## src/core/anh_pkg.sv

```systemverilog
// Purpose: Shared constants and types for the auto-negotiation host controller
// Assumes: 25 MHz system clock, PHY reached over the MII management pins
// Notes: Avalon offsets are byte addresses, each register one aligned word
package anh_pkg;
  localparam int CLK_PERIOD_NS = 40;
  localparam int MDC_MIN_PERIOD_NS = 400;
  localparam int MDC_HALF_CYC =
    (MDC_MIN_PERIOD_NS + 2 * CLK_PERIOD_NS - 1) / (2 * CLK_PERIOD_NS);

  // PHY management register numbers
  localparam logic [4:0] PHY_REG_CTRL = 5'h00;
  localparam logic [4:0] PHY_REG_STAT = 5'h01;
  localparam logic [4:0] PHY_REG_ADV = 5'h04;
  localparam logic [4:0] PHY_REG_PARTNER = 5'h05;
  localparam logic [4:0] PHY_REG_EXP = 5'h06;
  localparam logic [4:0] PHY_REG_NPTX = 5'h07;

  // PHY register bit positions
  localparam int CTL_SPEED = 13;
  localparam int CTL_ENABLE = 12;
  localparam int CTL_RESTART = 9;
  localparam int CTL_DUPLEX = 8;
  localparam int STAT_COMPLETE = 5;
  localparam int STAT_RFAULT = 4;
  localparam int STAT_AN_ABLE = 3;
  localparam int ADV_NP = 15;
  localparam int ADV_RF = 13;
  localparam int ADV_ABIL_W = 13;
  localparam int EXP_PAGE_RX = 1;

  // Page layout
  localparam int PG_MORE = 15;
  localparam int PG_ACK = 14;
  localparam int PG_KIND = 13;
  localparam int PG_COMPLY = 12;
  localparam int PG_TOGGLE = 11;
  localparam int PG_CODE_W = 11;
  localparam logic [10:0] NULL_MSG_DEF = 11'h001;
  localparam logic [10:0] MSG_MAX_DEF = 11'h00f;

  // Management frame
  localparam logic [5:0] FRAME_LAST = 6'h3f;
  localparam logic [5:0] TA_IDX = 6'h2e;
  localparam logic [5:0] DATA_IDX = 6'h30;
  localparam logic [31:0] PREAMBLE = 32'hffff_ffff;
  localparam logic [1:0] FR_START = 2'b01;
  localparam logic [1:0] FR_OP_RD = 2'b10;
  localparam logic [1:0] FR_OP_WR = 2'b01;
  localparam logic [1:0] FR_TA_WR = 2'b10;

  // Avalon word indices (byte address / 4)
  localparam logic [2:0] A_CTRL = 3'h0;
  localparam logic [2:0] A_ADV = 3'h1;
  localparam logic [2:0] A_PAGE = 3'h2;
  localparam logic [2:0] A_STATUS = 3'h3;
  localparam logic [2:0] A_PARTNER = 3'h4;
  localparam logic [2:0] A_PHYAD = 3'h5;
  localparam logic [2:0] A_PBASE = 3'h6;

  // Avalon field positions
  localparam int C_EN = 0;
  localparam int C_SPEED = 1;
  localparam int C_DUPLEX = 2;
  localparam int C_FAULT = 3;
  localparam int C_NP = 4;
  localparam int C_START = 5;
  localparam int C_W = 5;
  localparam int P_KIND = 11;
  localparam int P_COMPLY = 12;
  localparam int P_MORE = 13;
  localparam int P_W = 14;
  localparam int S_BUSY = 0;
  localparam int S_DONE = 1;
  localparam int S_RFAULT = 2;
  localparam int S_PEND = 3;
  localparam int S_NPACT = 4;
  localparam int S_CODEERR = 5;
  localparam int S_ANABLE = 6;
  localparam int S_PMORE = 7;
  localparam int S_WAITPG = 8;

  typedef enum {
    ST_IDLE, ST_CHK, ST_ADV, ST_CTRL, ST_RST, ST_POLL, ST_EXP, ST_LP, ST_NPWR
  } anh_state_e;
endpackage

```

## src/core/anh_page.sv

```systemverilog
// Purpose: Builds a next page word and checks its code field
// Assumes: Pure combinational, acknowledge left to the PHY
// Notes: Message codes outside 1..code_max are refused
`timescale 1ns/1ps
module anh_page (
  input wire logic [10:0] code_i,
  input wire logic kind_i,
  input wire logic comply_i,
  input wire logic more_i,
  input wire logic toggle_i,
  input wire logic [10:0] code_max_i,
  output logic [15:0] page_o,
  output logic code_ok_o
);
  always_comb begin
    page_o = '0;
    page_o[anh_pkg::PG_CODE_W-1:0] = code_i;
    page_o[anh_pkg::PG_TOGGLE] = toggle_i;
    page_o[anh_pkg::PG_COMPLY] = comply_i;
    page_o[anh_pkg::PG_KIND] = kind_i;
    page_o[anh_pkg::PG_ACK] = 1'b0;
    page_o[anh_pkg::PG_MORE] = more_i;
  end

  // Unformatted payload is free; message codes must be assigned ones
  assign code_ok_o = ~kind_i | ((code_i != '0) & (code_i <= code_max_i));
endmodule

```

## src/core/anh_mdio.sv

```systemverilog
// Purpose: Management frame engine driving MDC and MDIO
// Assumes: MDC made here by dividing the system clock
// Notes: Data changes after MDC falls, read bits taken just before MDC rises
`timescale 1ns/1ps
module anh_mdio (
  input wire logic clk_i,
  input wire logic rst_i,
  input wire logic en_i,
  input wire logic start_i,
  input wire logic rd_i,
  input wire logic [4:0] phyad_i,
  input wire logic [4:0] regad_i,
  input wire logic [15:0] wdata_i,
  input wire logic mdio_i,
  output logic done_o,
  output logic [15:0] rdata_o,
  output logic mdc_o,
  output logic mdio_o,
  output logic mdio_oe_o
);
  localparam logic [3:0] HALF_LAST = 4'(anh_pkg::MDC_HALF_CYC - 1);

  logic mdio_meta_ff, mdio_sync_ff;
  logic busy_ff, mdc_ff, rd_ff, done_ff;
  logic [5:0] bit_ff;
  logic [3:0] ph_ff;
  logic [63:0] sh_ff;
  logic [15:0] rdata_ff;

  always_ff @(posedge clk_i) begin
    if (rst_i) begin
      mdio_meta_ff <= 1'b1;
      mdio_sync_ff <= 1'b1;
    end else if (en_i) begin
      mdio_meta_ff <= mdio_i;
      mdio_sync_ff <= mdio_meta_ff;
    end
  end

  always_ff @(posedge clk_i) begin
    if (rst_i) begin
      busy_ff <= 1'b0;
      mdc_ff <= 1'b0;
      rd_ff <= 1'b0;
      done_ff <= 1'b0;
      bit_ff <= '0;
      ph_ff <= '0;
      sh_ff <= '0;
      rdata_ff <= '0;
    end else if (en_i) begin
      done_ff <= 1'b0;
      if (!busy_ff) begin
        if (start_i) begin
          busy_ff <= 1'b1;
          rd_ff <= rd_i;
          bit_ff <= '0;
          ph_ff <= '0;
          mdc_ff <= 1'b0;
          sh_ff <= {anh_pkg::PREAMBLE, anh_pkg::FR_START,
                    rd_i ? anh_pkg::FR_OP_RD : anh_pkg::FR_OP_WR,
                    phyad_i, regad_i, anh_pkg::FR_TA_WR, rd_i ? 16'h0000 : wdata_i};
        end
      end else begin
        if (ph_ff == HALF_LAST) begin
          ph_ff <= '0;
          mdc_ff <= ~mdc_ff;
          if (mdc_ff) begin
            bit_ff <= bit_ff + 6'h01;
            sh_ff <= {sh_ff[62:0], 1'b0};
            if (bit_ff == anh_pkg::FRAME_LAST) begin
              busy_ff <= 1'b0;
              done_ff <= 1'b1;
            end
          end else if (rd_ff && bit_ff >= anh_pkg::DATA_IDX) begin
            rdata_ff <= {rdata_ff[14:0], mdio_sync_ff};
          end
        end else begin
          ph_ff <= ph_ff + 4'h1;
        end
      end
    end
  end

  assign done_o = done_ff;
  assign rdata_o = rdata_ff;
  assign mdc_o = mdc_ff;
  assign mdio_o = sh_ff[63];
  assign mdio_oe_o = busy_ff & (~rd_ff | (bit_ff < anh_pkg::TA_IDX));
endmodule

```

## src/core/anh_host.sv

```systemverilog
// Purpose: Station-side controller running auto-negotiation and next page exchange
// Assumes: One PHY on the management pins, Avalon-MM slave with waitrequest
// Notes: Software queues next pages one at a time; a null message goes out when none is queued and none was promised
// How it works
// - Each sent page carries the more-pages flag software gave, null pages send zero.
// - Page-kind flag is high for message pages and low for unformatted ones.
// - Comply flag is taken from software for each queued page.
// - Toggle bit of each page is the inverse of the previous one sent.
// - First next page toggle is the inverse of base codeword bit eleven.
// - Message pages with unassigned codes are refused at the register port.
// - Unformatted pages keep the five control bits; payload is free.
// - Next pages start only when both base codewords advertise next page ability.
// - At least one next page is sent once exchange begins.
// - Exchange runs until neither side sets more pages; null messages fill in.
// - Unformatted pages are accepted only right after a queued page, of either kind, asking for more.
// - Restart is written zero when the PHY reports no negotiation ability.
// - Page bits: code 10..0, toggle 11, comply 12, kind 13, ack 14, more 15.
// - After our own pages end, null message pages with more-pages low follow.
`timescale 1ns/1ps
module anh_host #(
  parameter logic [10:0] NULL_MSG_CODE = anh_pkg::NULL_MSG_DEF,
  parameter logic [10:0] MSG_CODE_MAX = anh_pkg::MSG_MAX_DEF
) (
  input wire logic CLK_SYS_I,
  input wire logic RST_I,
  input wire logic CE_I,
  input wire logic [4:0] AVS_ADDRESS_I,
  input wire logic AVS_READ_I,
  input wire logic AVS_WRITE_I,
  input wire logic [31:0] AVS_WRITEDATA_I,
  output logic [31:0] AVS_READDATA_O,
  output logic AVS_WAITREQUEST_O,
  output logic MDC_O,
  input wire logic MDIO_I,
  output logic MDIO_O,
  output logic MDIO_OE_O
);
  anh_pkg::anh_state_e state_ff;

  logic [2:0] idx;
  logic req, ack_ff, wr_acc, rd_acc;
  logic [31:0] rd_word, rdata_ff;
  logic start_ff;
  logic [anh_pkg::C_W-1:0] ctrl_ff;
  logic [anh_pkg::ADV_ABIL_W-1:0] adv_ff;
  logic [4:0] phyad_ff;
  logic [anh_pkg::P_W-1:0] page_ff;
  logic pend_ff, unf_ok_ff, code_err_ff, rf_seen_ff, rf_hold_ff;
  logic [15:0] partner_ff, pbase_ff;
  logic an_able_ff, complete_ff, last_tog_ff, local_more_ff, sent_one_ff;
  logic base_seen_ff, partner_more_ff, np_active_ff, mwait_ff, take_ff, tx_more_ff;
  logic sw_code_ok, page_wr, page_ok, stall, mstart, mrd, mdone;
  logic [4:0] mreg;
  logic [15:0] mwdata, mrdata, ctl_word, adv_word, tx_page;
  logic [10:0] tx_code;
  logic tx_kind, tx_comply, tx_more, comp_evt, rf_evt, status_rd;

  // Avalon slave: one wait cycle, read data registered at the edge that drops waitrequest, effect one edge later
  assign idx = AVS_ADDRESS_I[4:2];
  assign req = AVS_READ_I | AVS_WRITE_I;
  assign AVS_WAITREQUEST_O = req & ~(ack_ff & CE_I);
  assign wr_acc = AVS_WRITE_I & ack_ff & CE_I;
  assign rd_acc = AVS_READ_I & ack_ff & CE_I;
  assign status_rd = rd_acc & (idx == anh_pkg::A_STATUS);
  assign AVS_READDATA_O = rdata_ff;

  always_ff @(posedge CLK_SYS_I) begin
    if (RST_I) begin
      ack_ff <= 1'b0;
      rdata_ff <= '0;
    end else if (CE_I) begin
      ack_ff <= req & ~ack_ff;
      if (AVS_READ_I && !ack_ff) begin
        rdata_ff <= rd_word;
      end
    end
  end

  always_comb begin
    rd_word = '0;
    case (idx)
      anh_pkg::A_CTRL: rd_word[anh_pkg::C_W-1:0] = ctrl_ff;
      anh_pkg::A_ADV: rd_word[anh_pkg::ADV_ABIL_W-1:0] = adv_ff;
      anh_pkg::A_PAGE: rd_word[anh_pkg::P_W-1:0] = page_ff;
      anh_pkg::A_STATUS: begin
        rd_word[anh_pkg::S_BUSY] = state_ff != anh_pkg::ST_IDLE;
        rd_word[anh_pkg::S_DONE] = complete_ff;
        rd_word[anh_pkg::S_RFAULT] = rf_seen_ff;
        rd_word[anh_pkg::S_PEND] = pend_ff;
        rd_word[anh_pkg::S_NPACT] = np_active_ff;
        rd_word[anh_pkg::S_CODEERR] = code_err_ff;
        rd_word[anh_pkg::S_ANABLE] = an_able_ff;
        rd_word[anh_pkg::S_PMORE] = partner_more_ff;
        rd_word[anh_pkg::S_WAITPG] = stall & (state_ff == anh_pkg::ST_NPWR);
      end
      anh_pkg::A_PARTNER: rd_word[15:0] = partner_ff;
      anh_pkg::A_PHYAD: rd_word[4:0] = phyad_ff;
      anh_pkg::A_PBASE: rd_word[15:0] = pbase_ff;
      default: rd_word = '0;
    endcase
  end

  // Software configuration
  always_ff @(posedge CLK_SYS_I) begin
    if (RST_I) begin
      ctrl_ff <= '0;
      adv_ff <= '0;
      phyad_ff <= '0;
      start_ff <= 1'b0;
    end else if (CE_I) begin
      start_ff <= wr_acc & (idx == anh_pkg::A_CTRL) & AVS_WRITEDATA_I[anh_pkg::C_START];
      if (wr_acc && idx == anh_pkg::A_CTRL) begin
        ctrl_ff <= AVS_WRITEDATA_I[anh_pkg::C_W-1:0];
      end
      if (wr_acc && idx == anh_pkg::A_ADV) begin
        adv_ff <= AVS_WRITEDATA_I[anh_pkg::ADV_ABIL_W-1:0];
      end
      if (wr_acc && idx == anh_pkg::A_PHYAD) begin
        phyad_ff <= AVS_WRITEDATA_I[4:0];
      end
    end
  end

  // Page queue of one entry, checked on entry
  anh_page u_check (
    .code_i(AVS_WRITEDATA_I[anh_pkg::PG_CODE_W-1:0]),
    .kind_i(AVS_WRITEDATA_I[anh_pkg::P_KIND]),
    .comply_i(AVS_WRITEDATA_I[anh_pkg::P_COMPLY]),
    .more_i(AVS_WRITEDATA_I[anh_pkg::P_MORE]),
    .toggle_i(1'b0),
    .code_max_i(MSG_CODE_MAX),
    .page_o(),
    .code_ok_o(sw_code_ok)
  );

  assign page_wr = wr_acc & (idx == anh_pkg::A_PAGE);
  assign page_ok = ~pend_ff & sw_code_ok
                 & (AVS_WRITEDATA_I[anh_pkg::P_KIND] | unf_ok_ff);

  always_ff @(posedge CLK_SYS_I) begin
    if (RST_I) begin
      page_ff <= '0;
      pend_ff <= 1'b0;
      unf_ok_ff <= 1'b0;
    end else if (CE_I) begin
      if (page_wr && page_ok) begin
        page_ff <= AVS_WRITEDATA_I[anh_pkg::P_W-1:0];
        pend_ff <= 1'b1;
        unf_ok_ff <= AVS_WRITEDATA_I[anh_pkg::P_MORE];
      end else if (state_ff == anh_pkg::ST_NPWR && mdone && take_ff) begin
        pend_ff <= 1'b0;
      end
      if (start_ff && state_ff == anh_pkg::ST_IDLE) begin
        unf_ok_ff <= 1'b0;
      end
    end
  end

  // Sticky flags; a new event beats the clear caused by a status read
  assign comp_evt = (state_ff == anh_pkg::ST_POLL) & mdone & mrdata[anh_pkg::STAT_COMPLETE];
  assign rf_evt = mdone & mrd & (mreg == anh_pkg::PHY_REG_STAT)
                & mrdata[anh_pkg::STAT_RFAULT];

  always_ff @(posedge CLK_SYS_I) begin
    if (RST_I) begin
      code_err_ff <= 1'b0;
      rf_seen_ff <= 1'b0;
      rf_hold_ff <= 1'b0;
    end else if (CE_I) begin
      code_err_ff <= (page_wr & ~page_ok)
                   | (code_err_ff & ~(status_rd & rdata_ff[anh_pkg::S_CODEERR]));
      rf_seen_ff <= rf_evt | (rf_seen_ff & ~(status_rd & rdata_ff[anh_pkg::S_RFAULT]));
      rf_hold_ff <= ctrl_ff[anh_pkg::C_FAULT] | (rf_hold_ff & ~comp_evt);
    end
  end

  // Words written to the PHY
  always_comb begin
    ctl_word = '0;
    ctl_word[anh_pkg::CTL_ENABLE] = ctrl_ff[anh_pkg::C_EN];
    ctl_word[anh_pkg::CTL_SPEED] = ctrl_ff[anh_pkg::C_SPEED];
    ctl_word[anh_pkg::CTL_DUPLEX] = ctrl_ff[anh_pkg::C_DUPLEX];
    ctl_word[anh_pkg::CTL_RESTART] = ctrl_ff[anh_pkg::C_EN] & an_able_ff;
    adv_word = '0;
    adv_word[anh_pkg::ADV_ABIL_W-1:0] = adv_ff;
    adv_word[anh_pkg::ADV_RF] = rf_hold_ff | ctrl_ff[anh_pkg::C_FAULT];
    adv_word[anh_pkg::ADV_NP] = ctrl_ff[anh_pkg::C_NP];
  end

  // Queued page, or a null message with more-pages low once ours are done
  assign tx_code = pend_ff ? page_ff[anh_pkg::PG_CODE_W-1:0] : NULL_MSG_CODE;
  assign tx_kind = pend_ff ? page_ff[anh_pkg::P_KIND] : 1'b1;
  assign tx_comply = pend_ff & page_ff[anh_pkg::P_COMPLY];
  assign tx_more = pend_ff & page_ff[anh_pkg::P_MORE];

  anh_page u_tx (
    .code_i(tx_code),
    .kind_i(tx_kind),
    .comply_i(tx_comply),
    .more_i(tx_more),
    .toggle_i(~last_tog_ff),
    .code_max_i(MSG_CODE_MAX),
    .page_o(tx_page),
    .code_ok_o()
  );

  // Having promised more pages, wait for software rather than send a filler
  assign stall = ~pend_ff & local_more_ff;

  always_comb begin
    mrd = 1'b1;
    mreg = anh_pkg::PHY_REG_STAT;
    mwdata = '0;
    unique case (state_ff)
      anh_pkg::ST_IDLE, anh_pkg::ST_CHK, anh_pkg::ST_POLL: mreg = anh_pkg::PHY_REG_STAT;
      anh_pkg::ST_ADV: begin
        mrd = 1'b0;
        mreg = anh_pkg::PHY_REG_ADV;
        mwdata = adv_word;
      end
      anh_pkg::ST_CTRL: begin
        mrd = 1'b0;
        mreg = anh_pkg::PHY_REG_CTRL;
        mwdata = ctl_word;
      end
      anh_pkg::ST_RST: mreg = anh_pkg::PHY_REG_CTRL;
      anh_pkg::ST_EXP: mreg = anh_pkg::PHY_REG_EXP;
      anh_pkg::ST_LP: mreg = anh_pkg::PHY_REG_PARTNER;
      anh_pkg::ST_NPWR: begin
        mrd = 1'b0;
        mreg = anh_pkg::PHY_REG_NPTX;
        mwdata = tx_page;
      end
    endcase
  end

  assign mstart = (state_ff != anh_pkg::ST_IDLE) & ~mwait_ff
                & ~((state_ff == anh_pkg::ST_NPWR) & stall);

  anh_mdio u_mdio (
    .clk_i(CLK_SYS_I),
    .rst_i(RST_I),
    .en_i(CE_I),
    .start_i(mstart),
    .rd_i(mrd),
    .phyad_i(phyad_ff),
    .regad_i(mreg),
    .wdata_i(mwdata),
    .mdio_i(MDIO_I),
    .done_o(mdone),
    .rdata_o(mrdata),
    .mdc_o(MDC_O),
    .mdio_o(MDIO_O),
    .mdio_oe_o(MDIO_OE_O)
  );

  // Negotiation sequencer
  always_ff @(posedge CLK_SYS_I) begin
    if (RST_I) begin
      state_ff <= anh_pkg::ST_IDLE;
      mwait_ff <= 1'b0;
      an_able_ff <= 1'b0;
      complete_ff <= 1'b0;
      last_tog_ff <= 1'b0;
      local_more_ff <= 1'b0;
      sent_one_ff <= 1'b0;
      base_seen_ff <= 1'b0;
      partner_more_ff <= 1'b0;
      np_active_ff <= 1'b0;
      take_ff <= 1'b0;
      tx_more_ff <= 1'b0;
      partner_ff <= '0;
      pbase_ff <= '0;
    end else if (CE_I) begin
      if (mstart) begin
        mwait_ff <= 1'b1;
        take_ff <= pend_ff;
        tx_more_ff <= tx_more;
      end else if (mdone) begin
        mwait_ff <= 1'b0;
      end
      unique case (state_ff)
        anh_pkg::ST_IDLE: begin
          if (start_ff) begin
            state_ff <= anh_pkg::ST_CHK;
            complete_ff <= 1'b0;
            local_more_ff <= 1'b0;
            sent_one_ff <= 1'b0;
            base_seen_ff <= 1'b0;
            np_active_ff <= 1'b0;
          end
        end
        anh_pkg::ST_CHK: begin
          if (mdone) begin
            an_able_ff <= mrdata[anh_pkg::STAT_AN_ABLE];
            state_ff <= anh_pkg::ST_ADV;
          end
        end
        anh_pkg::ST_ADV: begin
          if (mdone) begin
            last_tog_ff <= adv_word[anh_pkg::PG_TOGGLE];
            state_ff <= anh_pkg::ST_CTRL;
          end
        end
        anh_pkg::ST_CTRL: begin
          if (mdone) begin
            state_ff <= ctl_word[anh_pkg::CTL_RESTART] ? anh_pkg::ST_RST
                                                       : anh_pkg::ST_IDLE;
          end
        end
        anh_pkg::ST_RST: begin
          if (mdone && !mrdata[anh_pkg::CTL_RESTART]) begin
            state_ff <= anh_pkg::ST_POLL;
          end
        end
        anh_pkg::ST_POLL: begin
          if (comp_evt) begin
            complete_ff <= 1'b1;
            np_active_ff <= 1'b0;
            state_ff <= anh_pkg::ST_IDLE;
          end else if (mdone) begin
            state_ff <= anh_pkg::ST_EXP;
          end
        end
        anh_pkg::ST_EXP: begin
          if (mdone) begin
            state_ff <= mrdata[anh_pkg::EXP_PAGE_RX] ? anh_pkg::ST_LP : anh_pkg::ST_POLL;
          end
        end
        anh_pkg::ST_LP: begin
          if (mdone) begin
            partner_more_ff <= mrdata[anh_pkg::PG_MORE];
            if (!base_seen_ff) begin
              base_seen_ff <= 1'b1;
              pbase_ff <= mrdata;
              if (ctrl_ff[anh_pkg::C_NP] && mrdata[anh_pkg::ADV_NP]) begin
                np_active_ff <= 1'b1;
                state_ff <= anh_pkg::ST_NPWR;
              end else begin
                state_ff <= anh_pkg::ST_POLL;
              end
            end else begin
              partner_ff <= mrdata;
              if (local_more_ff || mrdata[anh_pkg::PG_MORE] || !sent_one_ff) begin
                state_ff <= anh_pkg::ST_NPWR;
              end else begin
                state_ff <= anh_pkg::ST_POLL;
              end
            end
          end
        end
        anh_pkg::ST_NPWR: begin
          if (mdone) begin
            last_tog_ff <= ~last_tog_ff;
            local_more_ff <= tx_more_ff;
            sent_one_ff <= 1'b1;
            state_ff <= anh_pkg::ST_POLL;
          end
        end
      endcase
    end
  end
endmodule

```

## config.mk

```make
export PLATFORM = sky130hd
export DESIGN_NAME = anh_host
export DESIGN_NICKNAME = d
export VERILOG_FILES = /design/src/core/anh_pkg.sv /design/src/core/anh_page.sv /design/src/core/anh_mdio.sv /design/src/core/anh_host.sv
export SDC_FILE = /design/constraint.sdc
export NUM_CORES = 1
export LEC_CHECK = 0
export ABC_AREA = 1
export BUFFER_PORTS_ARGS = -buffer_cell sky130_fd_sc_hd__buf_2
export CORE_MARGIN = 2
export CORE_UTILIZATION = 30
export CTS_BUF_LIST = sky130_fd_sc_hd__clkbuf_16
export DETAILED_ROUTE_END_ITERATION = 12
export PLACE_DENSITY = 0.53
export SETUP_SLACK_MARGIN = 0.05
export SLEW_MARGIN = 20
export SYNTH_ARGS = -nofsm -noshare
export SYNTH_HDL_FRONTEND = slang
export SYNTH_SLANG_ARGS = --single-unit
export TNS_END_PERCENT = 100
```

## constraint.sdc

```tcl
create_clock -name CLK_SYS_I -period 2.4 [get_ports CLK_SYS_I]
set_input_delay 0.36 -clock CLK_SYS_I [delete_from_list [all_inputs] [get_ports CLK_SYS_I]]
set_output_delay 0.36 -clock CLK_SYS_I [all_outputs]
set_load 0.1 [all_outputs]
```

# After elaboration in Yosys (flattened, before gate mapping)
# Index checks and enable logic that the tools add are counted.
[totals] ff_bits=231 inputBits=43 out_inout_bits=36 elab_cells=260
[op_classes] n_addsub=2 order_cmp=3 n_eq_ne=33 n_mux=73 bitwise_logic=56 reduce_logical=57
[ops] op="two-way mux 32 bit" n=11
[ops] op="case mux 32 bit (9 select lines)" n=1
[ops] op="two-way mux 64 bit" n=4
[ops] op="== test 32 x 3 -> 1 bit (second input constant)" n=4
[ops] op="== test 32 x 2 -> 1 bit (second input constant)" n=2
[ops] op="== test 32 x 4 -> 1 bit (second input constant)" n=2
[ops] op="logical NOT 32 bit" n=2
[ops] op="case mux 16 bit (3 select lines)" n=1
[ops] op="case mux 5 bit (7 select lines)" n=1
[ops] op="bitwise AND 1 bit" n=33
[ops] op="== test 32 x 1 -> 1 bit (second input constant)" n=1
[ops] op="== test 32 x 5 -> 1 bit (second input constant)" n=1
[ops] op="nonzero test 32 bit" n=1
[ops] op="two-way mux 1 bit" n=30
[ops] op="case mux 5 bit (6 select lines)" n=1
[ops] op="AND reduction 4 bit" n=7
[ops] op="two-way mux 6 bit" n=4
[ops] op="two-way mux 4 bit" n=5
[ops] op="case mux 4 bit (5 select lines)" n=1
[ops] op="AND reduction 2 bit" n=10
[ops] op="two-way mux 16 bit" n=1
[ops] op="case mux 4 bit (4 select lines)" n=1
[ops] op="nonzero test 2 bit" n=8
[ops] op="inverter 1 bit" n=15
[ops] op="other kinds (33)" n=77

# Longest topological paths before layout
[depth] depth_word=8 mapped_depth=11 depth_no_buf=10

# Hierarchy
# A second synthesis with hierarchy kept.
[unflattened] cells_unflattened=1459 area_unflattened_um2=10141.0
[modules_own_cells] module="anh_host" n_inst=1 cells_per_inst=772 area_per_inst_um2=5251.3 seq_area_each_um2=2142.1
[modules_own_cells] module="anh_mdio" n_inst=1 cells_per_inst=531 area_per_inst_um2=3943.8 seq_area_each_um2=1921.8
[modules_own_cells] module="anh_page" n_inst=2 cells_per_inst=78 area_per_inst_um2=473.0 seq_area_each_um2=0.0

# Worst setup path after synthesis
# Ideal clock, no wire load.
[synth_path] kind="flip-flop to output port" startpoint="reg u_mdio.busy_ff" endpoint="out MDIO_OE_O" arrival_ns=2.318 required_time_ns=2.040 path_slack_ns=-0.278 path_stages_with_launch=6 path_buffers=3 path_cell_list="dfxtp_1 > buf_2 > inv_1 > clkbuf_1 > clkbuf_1 > a21oi_1"
[synth_between] elab_chain_cells=1
[synth_lines] element="from (decl)" line_no="anh_mdio.sv:24" source="logic busy_ff, mdc_ff, rd_ff, done_ff;"
[synth_lines] element="from (signal assigned)" line_no="anh_mdio.sv:42" source="busy_ff <= 1'b0;"
[synth_lines] element="from (signal assigned)" line_no="anh_mdio.sv:54" source="busy_ff <= 1'b1;"
[synth_lines] element="from (signal assigned)" line_no="anh_mdio.sv:71" source="busy_ff <= 1'b0;"
[synth_lines] element="bitwise AND 1 bit" line_no="anh_mdio.sv:88" source="assign mdio_oe_o = busy_ff & (~rd_ff | (bit_ff < anh_pkg::TA_IDX));"
[synth_lines] element="to (decl)" line_no="anh_host.sv:36" source="output logic MDIO_OE_O"
# Every way passes these cells.

# Worst setup path after layout
[layout_path] startpoint="reg state_ff[2]" endpoint="reg u_mdio.sh_ff[33]"
[layout_between] elab_chain_cells=6 elab_cells_between_ends=8 classes_between="eq/ne (1); bitwise (4); reduce/logical (3)"
[layout_lines] element="from (decl)" line_no="anh_host.sv:38" source="anh_pkg::anh_state_e state_ff;"
[layout_lines] element="from (signal assigned)" line_no="anh_host.sv:260" source="state_ff <= anh_pkg::ST_IDLE;"
[layout_lines] element="from (signal assigned)" line_no="anh_host.sv:285" source="state_ff <= anh_pkg::ST_CHK;"
[layout_lines] element="from (signal assigned)" line_no="anh_host.sv:296" source="state_ff <= anh_pkg::ST_ADV;"
[layout_lines] element="== test 32 x 5 -> 1 bit" line_no="anh_host.sv:238" source="& ~((state_ff == anh_pkg::ST_NPWR) & stall);"
[layout_lines] element="bitwise AND 1 bit" line_no="anh_host.sv:238"
[layout_lines] element="inverter 1 bit" line_no="anh_host.sv:238"
[layout_lines] element="bitwise AND 1 bit *" line_no="anh_host.sv:238"
[layout_lines] element="nonzero test 2 bit (no source line) *"
[layout_lines] element="AND reduction 4 bit (no source line) *"
[layout_lines] element="to (signal assigned)" line_no="anh_mdio.sv:59" source="sh_ff <= {anh_pkg::PREAMBLE, anh_pkg::FR_START,"
[layout_lines] element="to (signal assigned)" line_no="anh_mdio.sv:69" source="sh_ff <= {sh_ff[62:0], 1'b0};"
[layout_lines] element="to (decl)" line_no="anh_mdio.sv:27" source="logic [63:0] sh_ff;"
# Every way passes the cells marked *; elsewhere a longest branch is shown, timed or not.
# A chain may end at the register's enable or synchronous reset.

==> results_tabular.tex <==
\begin{tabular}{lr}
\hline
Metric & Value \\
\hline
\multicolumn{2}{l}{\textbf{Timing}} \\
\quad Final sum of negative setup slack & 0 ps \\
\quad Final critical delay including setup and external delays & 2032 ps \\
\quad Number of setup violations in the final report & 0 \\
\quad Final-report hold violation count & 0 \\
\quad Final max-slew violation count & 0 \\
\quad Highest Clock Rate & 0.4922 GHz \\
\quad Share of the clock period used by the worst path & 84.66\% \\
\quad Worst hold slack & 87.72 ps \\
\quad Clock Skews & 34.26 ps \\
\quad Slew headroom & 41.10\% \\
\quad Worst Max-Slew Pin Slew & 883.5 ps \\
\quad RSZ-0062 raised after global routing & false \\
\multicolumn{2}{l}{\textbf{Drt}} \\
\quad \# DRC & 0 \\
\quad Routed vias & 8329 \\
\quad Violation count after the first detailed-routing iteration & 575 \\
\quad Antenna-violating nets left & 0 \\
\quad Initial DRT Pass Iterations & 5 \\
\quad Per-cell routed wire length & 14.53 um \\
\quad Overall routed net length & 25.20 mm \\
\quad Vias/cell & 4.801 \\
\multicolumn{2}{l}{\textbf{Worst setup path}} \\
\quad Dominant delay contributor by cell family on the critical path & simple AND/OR/NAND/NOR gates \\
\quad Most frequent cell on the critical path & nand2\_2 \\
\quad Origin of the critical flop-to-flop path & state\_ff[2]\$\_SDFFE\_PP0P\_ \\
\quad Crit Path Category & flop to flop \\
\quad Nature of the critical path endpoint & flop \\
\quad Number of cells on the worst reg-to-reg path & 8 \\
\quad Worst Setup Start Kind & flop \\
\quad Setup slack of the worst register-to-register path & 370 ps \\
\quad Max stage delay cell, worst path & buf\_4 \\
\quad Buf/Inv on CP & 1 \\
\quad Required time at the worst-slack endpoint & 2830 ps \\
\quad Arr. time, crit path & 2470 ps \\
\quad Slowest cell delay on critical path & 430 ps \\
\quad CP cell instances & nor2\_2 > nand2\_2 > nand3\_4 > nand2\_4 > nand2\_2 > buf\_4 > nand2\_1 > a21oi\_1 \\
\quad Highest fanout seen on the critical path & 50 \\
\quad Reg2reg end & u\_mdio.sh\_ff[33]\$\_SDFFE\_PP0P\_ \\
\multicolumn{2}{l}{\textbf{Placement}} \\
\quad Placed cells & 1696 \\
\quad Number of port buffers & 42 \\
\quad HPWL after DPL & 16.93 mm \\
\quad Weighted congestion at the end of routability-driven global placement & 0.8731 \\
\multicolumn{2}{l}{\textbf{Hold path}} \\
\quad Classification of the worst-slack hold path & primary input to flop \\
\quad Worst hold path endpoint & adv\_ff[6]\$\_SDFFE\_PP0P\_ \\
\quad Beginning of the worst hold path & AVS\_WRITEDATA\_I[6] \\
\quad Hold Path Cell Cnt & 3 \\
\multicolumn{2}{l}{\textbf{GRT}} \\
\quad Antenna violations before repair & 1 \\
\quad Wire length of the first global-routing pass & 40.49 mm \\
\quad Overflow left after global routing & 0 \\
\quad Largest net degree at the start of global routing & 78 \\
\quad Via count of the first global-routing pass & 7554 \\
\quad GRT Overall Usage & 15.61\% \\
\multicolumn{2}{l}{\textbf{Pwr}} \\
\quad Total power density per cell area & 978.8 nW/um\^{}2 \\
\quad Peak supply drop & 0.5736 mV \\
\quad Final Power & 0.01031 W \\
\quad Leakage power total & 3.977 nW \\
\multicolumn{2}{l}{\textbf{Final layout}} \\
\quad Fraction of final layout cells with drive strength greater than 1 & 10.68\% \\
\quad Growth of design area from synthesis to finish & 14.42\% \\
\quad Final Core Density & 34.63\% \\
\quad Diodes inserted & 0 \\
\quad Final std cells w/o fill & 1735 \\
\quad Layout filler cell count & 3314 \\
\quad Total Nets Final & 1371 \\
\multicolumn{2}{l}{\textbf{Run}} \\
\quad Number of max-cap violations & 0 \\
\multicolumn{2}{l}{\textbf{Logic synthesis}} \\
\quad Number of synthesized register bits & 203 \\
\quad Number of warning messages in the yosys log & 0 \\
\quad Number of different library cells in the post-synthesis netlist & 38 \\
\quad Average cell area after synthesis & 7.040 sq um \\
\quad Share of the yosys chip area belonging to registers & 44.13\% \\
\quad Instance count of the mapped netlist & 1308 \\
\quad Netlist area before placement & 9209 sq um \\
\multicolumn{2}{l}{\textbf{Clocking}} \\
\quad Buffer cell driving the clock tree root & clkbuf\_16 \\
\quad Buffers from clock root to sink, at most & 3 \\
\quad Source-to-sink clock delay at the later pin of the worst-skew pair & 540 ps \\
\quad Setup fix buffers added after clock tree synthesis & 0 \\
\quad Number of buffers inserted for hold repair after clock tree synthesis & 0 \\
\quad CTS Buf Count & 23 \\
\quad CTS clk-pin slew, worst paths & 70 ps \\
\quad CTS Sinks & 203 \\
\quad TritonCTS clock tree & built \\
\quad Number of H-tree branching levels & 1 \\
\quad Quantity of gates resized following cts & 0 \\
\multicolumn{2}{l}{\textbf{Floorplan}} \\
\quad Floorplan core area & 30430 sq um \\
\quad Number of cell rows & 64 \\
\quad Die span in x & 179.2 um \\
\quad Starting density of the core & 30.26\% \\
\quad Ports placed on the boundary & 79 \\
\quad Full die area & 32110 sq um \\
\quad Chip height & 179.2 um \\
\multicolumn{2}{l}{\textbf{Status}} \\
\quad Result of the run & complete, no violations \\
\hline
\end{tabular}
## registers in the layout, indices dropped and copies added (netlist names), 4 cells and up
register / count
AVS_READDATA_O: 16
u_mdio.bit_ff: 6
u_mdio.rdata_o: 16
partner_ff: 16
u_mdio.sh_ff: 64
adv_ff: 13
phyad_ff: 5
pbase_ff: 16
u_mdio.ph_ff: 4
page_ff: 14
ctrl_ff: 5
state_ff: 4
## worst min-delay path, cell delays in order
cell	delay, ps
buf_2	110
inv_1	60
a21oi_1	60
## metal layers
layer,vias to the layer above,track usage (%),wire length (um)
met5,-,0,13
met4,2,3.730,559
met3,43,2.778,1038
met2,141,24.60,11110
met1,3858,22.07,12480
li1,4285,-,-
## worst max path at each step
stage	from	endpoint	slack [ps]	depth (start not counted)
after floorplan	CE_I	AVS_WAITREQUEST_O	170	4
after global routing	state_ff[2]$_SDFFE_PP0P_	u_mdio.sh_ff[59]$_SDFFE_PP0P_	130	8
after global placement	CE_I	u_mdio.sh_ff[6]$_SDFFE_PP0P_	360	9
final	state_ff[2]$_SDFFE_PP0P_	u_mdio.sh_ff[33]$_SDFFE_PP0P_	370	8
after CTS	state_ff[2]$_SDFFE_PP0P_	u_mdio.sh_ff[28]$_SDFFE_PP0P_	360	8
after detailed placement	CE_I	u_mdio.bit_ff[1]$_SDFFE_PP0P_	320	8
## final cells by class
type	instances	area (sq um)	share of cell area, %
clock buffers	23	575.6	5.463
clock inverters	16	214.0	2.031
inverters	157	590.6	5.605
multi-input cells	871	4156	39.45
flip-flops and latches	203	4064	38.57
well taps	396	495.5	4.703
repair buffers	69	440.4	4.180
## cells in the final DEF (no fill, tap or decap), types with 16 or more instances in the layout
cell / n
a21oi_1: 167
buf_2: 41
buf_4: 26
clkbuf_16: 23
conb_1: 16
dfxtp_1: 203
inv_1: 153
nand2_1: 249
nand3_1: 84
nor2_1: 94
o21ai_0: 146
o22ai_1: 30
or2_2: 19
## report_power, final
part	total [W]	internal (W)	switching (W)
clock network	0.00373	0.00228	0.00145
registers	0.00397	0.00378	0.000191
logic	0.00261	0.000774	0.00184
total	0.0103	0.00683	0.00348
## Yosys cell counts (all sizes together)
cell type    n  area [sq um]
nand3       87         457.9
o221ai       1         8.760
or3          1         6.260
conb         1         3.750
nand3b       1         7.510
o22ai       30         187.7
clkinv       4         15.01
xor2         3         26.28
a31oi        1         6.260
clkbuf      42         157.7
nand2      254         970.9
buf         50         312.8
o31ai        1         7.510
a21boi       1         7.510
or2         19         118.9
nor3         7         40.04
a21oi      168         840.8
dfxtp      203          4064
inv        153         574.3
o2111ai      7         61.31
nand4       10         68.81
nor2       101         411.6
o211ai       6         45.04
o21ai      154         770.7
ha           3         37.54
## per-stage QoR
step	area, sq um	worst slack (ps)
after floorplan	9269	167.2
after global placement	9747	362.6
after detailed placement	9747	322.5
after CTS	10540	361.8
after global routing	10540	129.5
final	10540	368.2
## kinds of logic (layout without fill, tap and decap cells)
kind of cell | after synthesis | count (layout) | share of synthesized area, %
flops | 203 | 203 | 44.13
buf+inv | 249 | 265 | 11.51
other cells | 1 | 16 | 0.04072
fa+ha+maj | 3 | 3 | 0.4077
compound gates | 369 | 369 | 21.02
xor+xnor | 3 | 3 | 0.2854
simple gates | 480 | 480 | 22.61
(Power assumes the default switching activity.)
